`config.mk`:
```
export PLATFORM = sky130hd
export DESIGN_NAME = dca_ctrl
export DESIGN_NICKNAME = d
export VERILOG_FILES = /design/src/dca_pkg.sv /design/src/dca_ctrl.sv
export SDC_FILE = /design/constraint.sdc
export NUM_CORES = 1
export LEC_CHECK = 0
export BUFFER_PORTS_ARGS = -buffer_cell sky130_fd_sc_hd__buf_2
export CORE_ASPECT_RATIO = 0.7
export CORE_UTILIZATION = 25
export CTS_CLUSTER_DIAMETER = 80
export CTS_CLUSTER_SIZE = 16
export DETAILED_ROUTE_END_ITERATION = 6
export PLACE_DENSITY_LB_ADDON = 0.3
export SLEW_MARGIN = 10
export SYNTH_ARGS = -nofsm -noshare
export SYNTH_HDL_FRONTEND = slang
export SYNTH_SLANG_ARGS = --single-unit
```
`constraint.sdc`:
```
create_clock -name clk -period 2.1 [get_ports clk]
set_input_delay 0.21 -clock clk [delete_from_list [all_inputs] [get_ports clk]]
set_output_delay 0.21 -clock clk [all_outputs]
set_load 0.02 [all_outputs]
```
`src/dca_pkg.sv`:
```
package dca_pkg;

   // Address multiplexer and refresh counter
   localparam int          DCA_ADDR_W        = 8;
   localparam logic [7:0]  DCA_REFR_ADDR_RST = 8'h00;

   // Refresh interval, nanoseconds and 50 MHz cycles (longest time rounds down)
   localparam int          DCA_CLK_PERIOD_NS = 20;
   localparam int          DCA_REFR_PERIOD_NS = 15600;
   localparam int          DCA_REFR_CYCLES   = DCA_REFR_PERIOD_NS / DCA_CLK_PERIOD_NS;

   // Cycle timing generator steps (travelling-ones position)
   localparam int          DCA_CYC_LEN       = 8;
   localparam int          DCA_RAS_ON        = 0;
   localparam int          DCA_CAS_ON        = 2;
   localparam int          DCA_EARLY_SYS_ACK_N_NORMAL   = 2;
   localparam int          DCA_EARLY_SYS_ACK_N_DELAYED  = 5;
   localparam int          DCA_LATE_XFER_ACK_N_STEP     = 6;
   localparam int          DCA_REFR_LEN      = 6;

   // Multiplexer sources
   typedef enum logic [2:0]
   {
      DCA_MUX_ROW  = 3'b001,
      DCA_MUX_COL  = 3'b010,
      DCA_MUX_REFR = 3'b100
   } dca_mux_type;

   // Arbiter states
   typedef enum logic [2:0]
   {
      DCA_IDLE = 3'b001,
      DCA_MEM  = 3'b010,
      DCA_REF  = 3'b100
   } dca_state_type;

   // Host command group
   typedef struct packed
   {
      logic rd_n;
      logic wr_n;
      logic port_chip_sel_n;
      logic addr_latch_n;
      logic read_status_bit;
   } dca_cmd_type;

   // RAM strobe group
   typedef struct packed
   {
      logic [3:0] ras_n;
      logic       cas_n;
      logic       we_n;
   } dca_ram_type;

endpackage

```
`src/dca_ctrl.sv`:
```
// Summary of operation
// - Two acknowledges, early and late, both mean the access may complete.
// - Late acknowledge after column strobe starts; RAM strobes stay active for its first two cycles.
// - Early acknowledge comes earlier in the cycle than the late one.
// - Acknowledges hold until host withdraws read or write command.
// - Advanced read mode: latch strobe also drops both acknowledges.
// - Level request during refresh waits and gets delayed early acknowledge; an advanced-mode read strobe during refresh is lost.
// - Read or write during refresh sets delayed flag, chip select ignored.
// - Flag set means next memory cycle uses delayed early acknowledge.
// - Flag clears at end of the memory cycle that used it.
// - Advanced read: status high at latch strobe fall during refresh sets flag.
// - Density select high is 16K mode, low is 64K mode.
// - 16K mode: four row strobes and two bank-select inputs as before.
// - 64K mode: bank-2 row strobe pin carries address MSB.
// - 64K mode: bank-select inputs become bit 7 of low and high address.
// - 64K mode: bank-3 strobe pin becomes single bank select, two banks.
// - Test cycle zeroes refresh address counter then performs a write.
// - Eight-bit multiplexer selects row, column or refresh address.
// - Eight-bit refresh counter over 256 rows, refresh every 15.6 us.
// - A started memory cycle always runs to completion.
`timescale 1ns/1ns
`default_nettype none
module dca_ctrl
   import dca_pkg::*;
#(
   parameter int REFR_CYCLES = DCA_REFR_CYCLES
)
(
   // Clock and reset
   input  wire logic              clk,
   input  wire logic              rstn,
   // Configuration
   input  wire logic              advanced_read_mode,
   input  wire logic              density_select,
   // Host command pins
   input  wire dca_cmd_type       cmd,
   input  wire logic              ext_refr_req,
   // Address inputs, bits 6:0
   input  wire logic [6:0]        low_half_addr_in,
   input  wire logic [6:0]        high_half_addr_in,
   input  wire logic              bank_sel_lo,
   input  wire logic              bank_sel_hi,
   input  wire logic              row_strobe_bank3_in,
   // Acknowledges
   output logic                   early_sys_ack_n,
   output logic                   late_xfer_ack_n,
   // RAM side
   output dca_ram_type            ram,
   output logic [6:0]             ram_addr_out,
   output logic                   ram_addr_msb_out,
   output logic                   row_strobe_bank3_oe_n,
   output logic [7:0]             refr_addr
);

   // Pin synchronisers, three stages; change counts when stages 2 and 3 agree
   localparam int NSYNC = 5;
   logic [NSYNC-1:0] s1_reg, s2_reg, s3_reg, in_reg;
   logic [NSYNC-1:0] pin_vec;
   assign pin_vec = {cmd.rd_n, cmd.wr_n, cmd.port_chip_sel_n, cmd.addr_latch_n, cmd.read_status_bit};

   always_ff @(posedge clk or negedge rstn)
   begin
      if (!rstn)
      begin
         s1_reg <= 5'h1e;
         s2_reg <= 5'h1e;
         s3_reg <= 5'h1e;
         in_reg <= 5'h1e;
      end
      else
      begin
         s1_reg <= pin_vec;
         s2_reg <= s1_reg;
         s3_reg <= s2_reg;
         for (int i = 0; i < NSYNC; i++)
            if (s2_reg[i] == s3_reg[i])
               in_reg[i] <= s3_reg[i];
      end
   end

   // Filtered pins back to active-high meaning
   logic rd, wr, cs, ale, st1;
   always_comb
   begin
      rd  = !in_reg[4];
      wr  = !in_reg[3];
      cs  = !in_reg[2];
      ale = !in_reg[1];
      st1 = in_reg[0];
   end

   // Density strap caught after reset release; static thereafter
   logic mode64_reg, strap_done_reg;
   always_ff @(posedge clk or negedge rstn)
   begin
      if (!rstn)
      begin
         mode64_reg     <= 1'b0;
         strap_done_reg <= 1'b0;
      end
      else if (!strap_done_reg)
      begin
         mode64_reg     <= !density_select;
         strap_done_reg <= 1'b1;
      end
   end

   logic ale_d_reg;
   always_ff @(posedge clk or negedge rstn)
   begin
      if (!rstn)
         ale_d_reg <= 1'b0;
      else
         ale_d_reg <= ale;
   end

   logic ale_fall;
   assign ale_fall = ale && !ale_d_reg;

   // Memory request: advanced read uses latch strobe with status for reads
   logic test_req, mem_req, rd_req;
   // Advanced reads start on the strobe edge only, not on the level
   always_comb
   begin
      rd_req   = advanced_read_mode ? (ale_fall && st1) : rd;
      test_req = rd && wr && cs;
      mem_req  = cs && (rd_req || wr);
   end

   // Refresh timer
   logic [15:0] refr_tmr_reg;
   logic        refr_pend_reg;
   dca_state_type state_reg;
   logic [DCA_CYC_LEN-1:0] step_reg;
   logic        delay_flag_reg, test_reg, wr_cyc_reg, ack_reg, late_xfer_ack_n_reg;
   logic        start_mem, start_ref, eoc;

   assign eoc       = (state_reg != DCA_IDLE) && step_reg[DCA_CYC_LEN-1];
   assign start_mem = (state_reg == DCA_IDLE) && mem_req && !ack_reg;
   assign start_ref = (state_reg == DCA_IDLE) && !start_mem && refr_pend_reg;

   always_ff @(posedge clk or negedge rstn)
   begin
      if (!rstn)
      begin
         refr_tmr_reg  <= 16'h0000;
         refr_pend_reg <= 1'b0;
      end
      else
      begin
         if (start_ref)
            refr_tmr_reg <= 16'h0000;
         else if (refr_tmr_reg < 16'(REFR_CYCLES - 1))
            refr_tmr_reg <= refr_tmr_reg + 16'h0001;
         if (start_ref)
            refr_pend_reg <= 1'b0;
         else if (ext_refr_req && !advanced_read_mode || refr_tmr_reg == 16'(REFR_CYCLES - 1))
            refr_pend_reg <= 1'b1;
      end
   end

   // Arbiter and travelling-ones cycle timing; no abort path once started
   always_ff @(posedge clk or negedge rstn)
   begin
      if (!rstn)
      begin
         state_reg  <= DCA_IDLE;
         step_reg   <= '0;
         test_reg   <= 1'b0;
         wr_cyc_reg <= 1'b0;
      end
      else
      begin
         unique case (state_reg)
            DCA_IDLE:
            begin
               if (start_mem)
               begin
                  state_reg  <= DCA_MEM;
                  step_reg   <= 8'h01;
                  test_reg   <= test_req;
                  wr_cyc_reg <= wr;
               end
               else if (start_ref)
               begin
                  state_reg <= DCA_REF;
                  step_reg  <= 8'h01 << (DCA_CYC_LEN - DCA_REFR_LEN);
               end
            end
            DCA_MEM, DCA_REF:
            begin
               step_reg <= step_reg << 1;
               if (eoc)
               begin
                  state_reg <= DCA_IDLE;
                  step_reg  <= '0;
                  test_reg  <= 1'b0;
               end
            end
         endcase
      end
   end

   // Refresh address counter
   always_ff @(posedge clk or negedge rstn)
   begin
      if (!rstn)
         refr_addr <= DCA_REFR_ADDR_RST;
      else if (start_mem && test_req)
         refr_addr <= DCA_REFR_ADDR_RST;
      else if (state_reg == DCA_REF && eoc)
         refr_addr <= refr_addr + 8'h01;
   end

   // Delayed early-acknowledge flag; a new set wins over the end-of-cycle clear
   logic in_refr, dly_set;
   // Chip select ignored here, so unselected traffic also delays the next ack
   always_comb
   begin
      in_refr = (state_reg == DCA_REF);
      dly_set = in_refr && ((rd || wr) || (advanced_read_mode && ale_fall && st1));
   end
   always_ff @(posedge clk or negedge rstn)
   begin
      if (!rstn)
         delay_flag_reg <= 1'b0;
      else if (dly_set)
         delay_flag_reg <= 1'b1;
      else if (state_reg == DCA_MEM && eoc)
         delay_flag_reg <= 1'b0;
   end

   // Acknowledges: set by cycle timing, dropped only by host
   logic ack_drop, early_sys_ack_n_step;
   // Delayed timing gives the host extra wait states behind a refresh
   always_comb
   begin
      ack_drop = !(rd || wr);
      if (advanced_read_mode && ale_fall)
         ack_drop = 1'b1;
      if (delay_flag_reg)
         early_sys_ack_n_step = step_reg[DCA_EARLY_SYS_ACK_N_DELAYED];
      else
         early_sys_ack_n_step = step_reg[DCA_EARLY_SYS_ACK_N_NORMAL];
   end
   always_ff @(posedge clk or negedge rstn)
   begin
      if (!rstn)
      begin
         ack_reg  <= 1'b0;
         late_xfer_ack_n_reg <= 1'b0;
      end
      else if (ack_drop)
      begin
         ack_reg  <= 1'b0;
         late_xfer_ack_n_reg <= 1'b0;
      end
      else if (state_reg == DCA_MEM)
      begin
         if (early_sys_ack_n_step)
            ack_reg <= 1'b1;
         if (step_reg[DCA_LATE_XFER_ACK_N_STEP])
            late_xfer_ack_n_reg <= 1'b1;
      end
   end

   // Host waits on these
   assign early_sys_ack_n = !ack_reg;
   assign late_xfer_ack_n = !late_xfer_ack_n_reg;

   // Address mux and strobes
   logic [1:0]  bank;
   logic [7:0]  row_addr, col_addr, mux_addr;
   dca_mux_type mux_sel;
   logic        ras_act, cas_act;

   // 64K mode has one bank-select pin, so only banks 0 and 1 exist
   always_comb
   begin
      if (mode64_reg)
         bank = {1'b0, row_strobe_bank3_in};
      else
         bank = {bank_sel_hi, bank_sel_lo};
   end
   assign row_addr = {mode64_reg & bank_sel_lo, low_half_addr_in};
   assign col_addr = {mode64_reg & bank_sel_hi, high_half_addr_in};
   assign ras_act  = (state_reg != DCA_IDLE) && (step_reg != '0);
   assign cas_act  = (state_reg == DCA_MEM) && (step_reg >= (8'h01 << DCA_CAS_ON));
   // Refresh address wins; column follows row within a memory cycle
   always_comb
   begin
      if (in_refr)
         mux_sel = DCA_MUX_REFR;
      else if (cas_act)
         mux_sel = DCA_MUX_COL;
      else
         mux_sel = DCA_MUX_ROW;
   end

   always_comb
   begin
      unique case (mux_sel)
         DCA_MUX_ROW:  mux_addr = row_addr;
         DCA_MUX_COL:  mux_addr = col_addr;
         DCA_MUX_REFR: mux_addr = refr_addr;
         default:      mux_addr = row_addr;
      endcase
   end

   dca_ram_type ram_next;
   always_comb
   begin
      ram_next.ras_n = 4'hf;
      if (ras_act)
         ram_next.ras_n = in_refr ? 4'h0 : ~(4'h1 << bank);
      ram_next.cas_n = !cas_act;
      ram_next.we_n  = !(cas_act && (wr_cyc_reg || test_reg));
   end

   // Strobes registered so the RAM pins stay free of decode glitches
   logic msb_reg;
   always_ff @(posedge clk or negedge rstn)
   begin
      if (!rstn)
      begin
         ram          <= '{ras_n: 4'hf, cas_n: 1'b1, we_n: 1'b1};
         ram_addr_out <= 7'h00;
         msb_reg      <= 1'b1;
      end
      else
      begin
         ram          <= ram_next;
         ram_addr_out <= mux_addr[6:0];
         msb_reg      <= mode64_reg ? mux_addr[7] : ram_next.ras_n[2];
      end
   end

   assign ram_addr_msb_out      = msb_reg;
   assign row_strobe_bank3_oe_n = mode64_reg;

endmodule
`default_nettype wire

```
# Word-level counts from Yosys, hierarchy flattened
# Cells that the tools add are included.
# classes
addsub	2
magnitude_cmp	2
eq_ne	15
shifts	1
muxes	35
n_bitwise	3
reduce_logical	52
# op_table
operator	count
8-bit 2-to-1 mux	5
16-bit 2-to-1 mux	2
8-bit case mux with 2 select lines	2
1-bit logical AND	20
16-bit by 1-bit adder with 16-bit output, second input constant	1
16-bit by 10-bit == test with 1-bit output, second input constant	1
16-bit by 10-bit less-than comparator with 1-bit output, second input constant	1
1-bit 2-to-1 mux	16
2-bit nonzero test	7
1-bit zero test	13
3-bit 2-to-1 mux	4
2-bit AND reduction	5
8-bit by 1-bit adder with 8-bit output, second input constant	1
8-bit by 3-bit greater-or-equal comparator with 1-bit output, second input constant	1
4-bit 2-to-1 mux	2
8-bit nonzero test	1
3-bit by 2-bit == test with 1-bit output, second input constant	2
3-bit == test, second input constant	2
3-bit case mux with 2 select lines	1
1-bit == test	5
1-bit logical OR	5
2-bit 2-to-1 mux	2
2-bit != test, second input constant	2
4-bit NOT	1
7 further kinds	8
# word_totals
ff_bits	78
out_inout_bits	25

# Longest topological paths before layout
# depth
word_depth	14
depth_mapped	6
ltp_nobuf	5

# Worst setup path after synthesis
# Ideal clock, no wire load.
# synth_path
path_kind	reg2reg
from	register refr_tmr_reg[0]
to	register refr_tmr_reg[6]
setup_ns	0.073
arrival_ns	1.641
path_slack_ns	0.386
stages_incl_launch_ff	6
path_buffers	0
synth_period_minus_slack_ns	1.714
path_cell_list	dfrtp_1 -> ha_1 -> nor3b_1 -> nand2_2 -> or4_4 -> a21oi_2
# synth_between
elab_chain_cells	3
# synth_lines
element	line	rtl
start: declaration	dca_ctrl.sv:131	logic [15:0] refr_tmr_reg;
start signal: assignment	dca_ctrl.sv:154	refr_tmr_reg <= refr_tmr_reg + 16'h0001;
16-bit by 1-bit adder with 16-bit output	dca_ctrl.sv:154	
16-bit 2-to-1 mux	dca_ctrl.sv:153	else if (refr_tmr_reg < 16'(REFR_CYCLES - 1))
16-bit 2-to-1 mux	dca_ctrl.sv:151	if (start_ref)
# Several ways; a longest one is shown, not always the timed one. The select of a mux whose other input is x is not followed.
# A chain may end at the register's enable or synchronous reset.

# Worst setup path after layout
# layout_path
from	register in_reg[1]
to	register step_reg[2]
# layout_between
elab_chain_cells	12
# layout_lines
element	line	rtl
start: declaration	dca_ctrl.sv:57	logic [NSYNC-1:0] s1_reg, s2_reg, s3_reg, in_reg;
start signal: indexed assignment	dca_ctrl.sv:77	in_reg[i] <= s3_reg[i];
1-bit zero test *	dca_ctrl.sv:88	ale = !in_reg[1];
1-bit logical AND *	dca_ctrl.sv:118	assign ale_fall = ale && !ale_d_reg;
1-bit logical AND *	dca_ctrl.sv:125	rd_req = advanced_read_mode ? (ale_fall && st1) : rd;
1-bit 2-to-1 mux *	dca_ctrl.sv:125	
1-bit logical OR *	dca_ctrl.sv:127	mem_req = cs && (rd_req || wr);
1-bit logical AND *	dca_ctrl.sv:127	
1-bit logical AND * (2 in a row)	dca_ctrl.sv:139	assign start_mem = (state_reg == DCA_IDLE) && mem_req && !ack_reg;
1-bit zero test	dca_ctrl.sv:140	assign start_ref = (state_reg == DCA_IDLE) && !start_mem && refr_pend_reg;
1-bit logical AND (2 in a row)	dca_ctrl.sv:140	
3-bit != test (no line)	-	
end signal: assignment	dca_ctrl.sv:187	step_reg <= 8'h01 << (DCA_CYC_LEN - DCA_REFR_LEN);
end signal: assignment	dca_ctrl.sv:192	step_reg <= step_reg << 1;
end: declaration	dca_ctrl.sv:134	logic [DCA_CYC_LEN-1:0] step_reg;
# Mark *: on every way between the ends. The rest lies on a longest branch, timed or not.

==> impl_summary.md <==
Yosys
The leading cell type by number of instances after synthesis is sky130_fd_sc_hd__dfrtp_1. The cell count after synthesis is 280. The mapped netlist covers 3282 um2. The part of the Yosys area used for sequential elements is 0.6039.

Counting instances in the post-synthesis netlist gives the leading cell types as sky130_fd_sc_hd__dfrtp_1, sky130_fd_sc_hd__dfstp_2, sky130_fd_sc_hd__nor2_1. The count of flip-flops with a built-in enable after synthesis is 0. The synthesized netlist contains 52 unique library cells. In this run, synthesis produced a sequential element count of 78. The fraction of registers with async set/reset is 1.000. The top cell type's share of synthesized area is 0.4117. Summed over all instances, the cell type with the most area after synthesis is sky130_fd_sc_hd__dfrtp_1. The average size of a mapped cell is 11.72 um2. Among all flip-flop cells after synthesis, the most frequent one is sky130_fd_sc_hd__dfrtp_1. Counting every net in the synthesized netlist gives 309. In the post-synthesis netlist, the biggest area contributors are sky130_fd_sc_hd__dfrtp_1, sky130_fd_sc_hd__dfstp_2, sky130_fd_sc_hd__a22o_1. The Yosys warning count is 0.

Floorplanning
The die covers 13,600 um2. The number of cell rows is 34. Pin placement for this block handled 52 I/O pins. Measured along the y axis, the die boundary spans 97.86 um.

For this configuration, the core starts out at a cell density of 0.2606. In this run the horizontal extent of the chip is 138.9 um. The standard cell core area is 12,590 um2.

Worst setup path
Setup slack on the worst reg-to-reg path comes out at 230 ps. The number of buffer and inverter stages on the critical path is 0. The instance count on the critical path is 4. STA puts the critical path data arrival time at 2140 ps.

Walking the worst path, the cells encountered are and4bb_2 > o21ai_1 > nor3b_2 > a221o_1. The required time of the worst setup path is 2370 ps. The worst setup path is captured at a flip-flop.

The kind of critical path is flip-flop to flip-flop. In this run the worst path has a maximum fanout of 7. The worst setup path is launched from a flip-flop. Among cell families on the critical path, the largest total delay comes from simple AND/OR/NAND/NOR gates.

The highest-delay cell along the critical path is sky130_fd_sc_hd__dfstp_2. The path depth of the worst reg2reg path is 4. The highest cell delay on the worst timing path is 550 ps.

Clock tree
TritonCTS built the clock tree. The H-tree was split into 3 levels. Clock-pin slew was measured on the worst setup and hold paths at 60 ps. Buffers inserted during clock tree synthesis total 9. The number of sinks driven by the clock tree is 78. At the later pin of the worst-skew pair, clock insertion delay measures 340 ps. In this run the clock root is driven by a sky130_fd_sc_hd__clkbuf_16.

The clock passes through at most 2 buffers.

Worst hold path
The type of the worst min-delay path is input port to flip-flop. The number of cells traversed by the worst hold path is 2.

GRT
The number of global-route vias before repair is 2,323. The total overflow left after global routing is 0. The initial antenna violation count is 0. In the global route stage, overall resource usage came out at 0.1103. The first global-routing pass estimated 11.73 mm of wire. The maximum number of pins on one net before global-route repair is 43.

Placed design
Input and output buffers added on the ports amount to 51. The routability congestion estimate from global placement is 0.7956. At the placement stage, the worst setup path has a slack of 267.9 ps. The total half-perimeter wirelength after legalization and detailed placement is 5.056 mm.

Detailed routing
The initial detailed-routing violation count is 115. The first detailed-routing pass ran for 7 iterations. Using the TritonRoute via totals, the vias-per-cell ratio works out to 4.612.

The detail route stage leaves a number of antenna-violating nets equal to 0. In the routed design, unresolved DRC markers number 6. The total wire length is 6.990 mm.

Dividing the detail-routed wire length by the instance count gives 13.44 um. The detailed-route via count is 2,398.

Run status
The checks that failed: DRC. The run finished, with violations left.

Power and ir drop
VDD sags by at most 0.0004732 V. The power per standard cell area is 1294 nW/um2. The total leakage power is 1.927 nW.

Final layout
Measured on the finished design, the core utilization comes to 0.3345. The number of nets in the layout is 382. The repair_antennas step left the layout with diodes totalling 0. Relative to the synthesized area, the layout overhead comes to 28.33%. The share of layout cells above drive strength 1 is 0.3324. The flip-flop count of the largest register after layout is 16.

STA
The worst pin sits at a relative slew slack of 0.5744. The shortest clock period the worst path allows after layout is 1873 ps. The number of pins exceeding their max-slew limit in the final report is 0. Based on the critical path, the design can be clocked at up to 534.0 MHz. The final setup skew is 8.027 ps.

Setup repair after global routing left no endpoint under its margin. The hold violation total from the final report is 0. Dividing the final minimum period by the clock period gives 0.8917. The measured slew at the worst slew-check pin is 638.4 ps.

The number of endpoints failing setup at the final stage is 0. The final total negative setup slack is 0 ps. Setup slack on the critical path of the routed design comes to 227.4 ps.

Job
The number of max-cap violations is 0.
-- worst paths after layout --
kind	start	end
max in group asynchronous	rstn	ram[5]$_DFF_PN1_
worst max-delay path	in_reg[1]$_DFFE_PN1N_	step_reg[2]$_DFFE_PN0P_
worst min register to register	s1_reg[0]$_DFF_PN0_	s2_reg[0]$_DFF_PN0_
worst max register to register	in_reg[1]$_DFFE_PN1N_	step_reg[2]$_DFFE_PN0P_
worst min-delay path	density_select	row_strobe_bank3_oe_n$_DFFE_PN0N_
min in group asynchronous	rstn	step_reg[3]$_DFFE_PN0P_
-- final cells by class --
cell class / count / area [um2]
Fill cell: 1260 / 8381
Sequential cell: 78 / 1982
Multi-Input combinational cell: 182 / 1212
Timing Repair Buffer: 71 / 422.9
Clock buffer: 11 / 264.0
Tap cell: 162 / 202.7
Clock inverter: 5 / 86.33
Inverter: 11 / 41.29
-- per-stage QoR --
step	cell area, um2	power [mW]	instances	hold WS, ps
2_1_floorplan	3282	3.162	280	-85.59
3_3_place_gp	3801	3.628	498	220.7
3_5_place_dp	3801	3.687	498	220.2
4_1_cts	4212	5.512	520	30.25
5_1_grt	4212	5.776	520	32.74
6_report	4212	5.449	520	39.98
-- worst register-to-register path: cells and delay by family (launching register included) --
family	cells	cell delay, ps
AO/OA/AOI/OAI	2	530
flip-flops	1	550
AND/OR/NAND/NOR	2	740
-- layer usage --
layer,vias to the layer above,global-route usage,share of wire,routed length (um)
li1,1149,-,-,-
met1,1176,0.1531,0.52,3643
met2,70,0.1597,0.43,2991
met3,3,0.03923,0.046,324
met4,0,0.03419,0.0044,31
met5,-,0,0,0
-- where the power goes --
part,leakage [nW],switching (mW),internal [mW],total [mW]
combinational,0.807,0.850,0.624,1.47
sequential,0.948,0.295,1.89,2.18
clock,0.172,0.637,1.16,1.79
-- cells in the final DEF (no fill, tap or decap), types with 4 or more instances in the layout --
cell type | Yosys | final
sky130_fd_sc_hd__dfrtp_1 | 54 | 54
sky130_fd_sc_hd__buf_2 | 4 | 50
sky130_fd_sc_hd__dfstp_2 | 24 | 24
sky130_fd_sc_hd__nor2_1 | 19 | 19
sky130_fd_sc_hd__nand2_1 | 18 | 18
sky130_fd_sc_hd__a21oi_1 | 17 | 17
sky130_fd_sc_hd__o21ai_0 | 15 | 15
sky130_fd_sc_hd__buf_4 | 2 | 15
sky130_fd_sc_hd__inv_1 | 11 | 11
sky130_fd_sc_hd__a22o_1 | 11 | 11
sky130_fd_sc_hd__clkbuf_16 | 0 | 10
sky130_fd_sc_hd__xor2_1 | 8 | 8
sky130_fd_sc_hd__a21o_1 | 7 | 7
sky130_fd_sc_hd__o31ai_1 | 6 | 6
sky130_fd_sc_hd__nor2b_1 | 6 | 6
sky130_fd_sc_hd__nand3_1 | 6 | 6
sky130_fd_sc_hd__dlygate4sd3_1 | 0 | 6
sky130_fd_sc_hd__and3_1 | 5 | 5
sky130_fd_sc_hd__maj3_1 | 5 | 5
sky130_fd_sc_hd__nand4_1 | 5 | 5
sky130_fd_sc_hd__nor3b_2 | 4 | 4
sky130_fd_sc_hd__or3_1 | 4 | 4
-- kinds of logic (layout without fill, tap and decap cells) --
group / Yosys count / after routing / synth area share
flip-flops: 78 / 78 / 0.6039
AND/OR/NAND/NOR: 93 / 93 / 0.1719
XOR/XNOR: 9 / 9 / 0.02402
AO/OA/AOI/OAI: 69 / 69 / 0.1399
multiplexers: 3 / 3 / 0.009531
buffers and inverters: 20 / 98 / 0.02669
other: 1 / 1 / 0.001143
adder cells (fa/ha/maj): 7 / 7 / 0.02287
-- timing repair --
item / in CTS / in global routing
setup buffers: 0 / 0
endpoints found under the hold margin: 27 / 0
resized for setup: 0 / 0
hold buffers: 6 / 0
No activity file was read; power rests on OpenSTA's default activity.
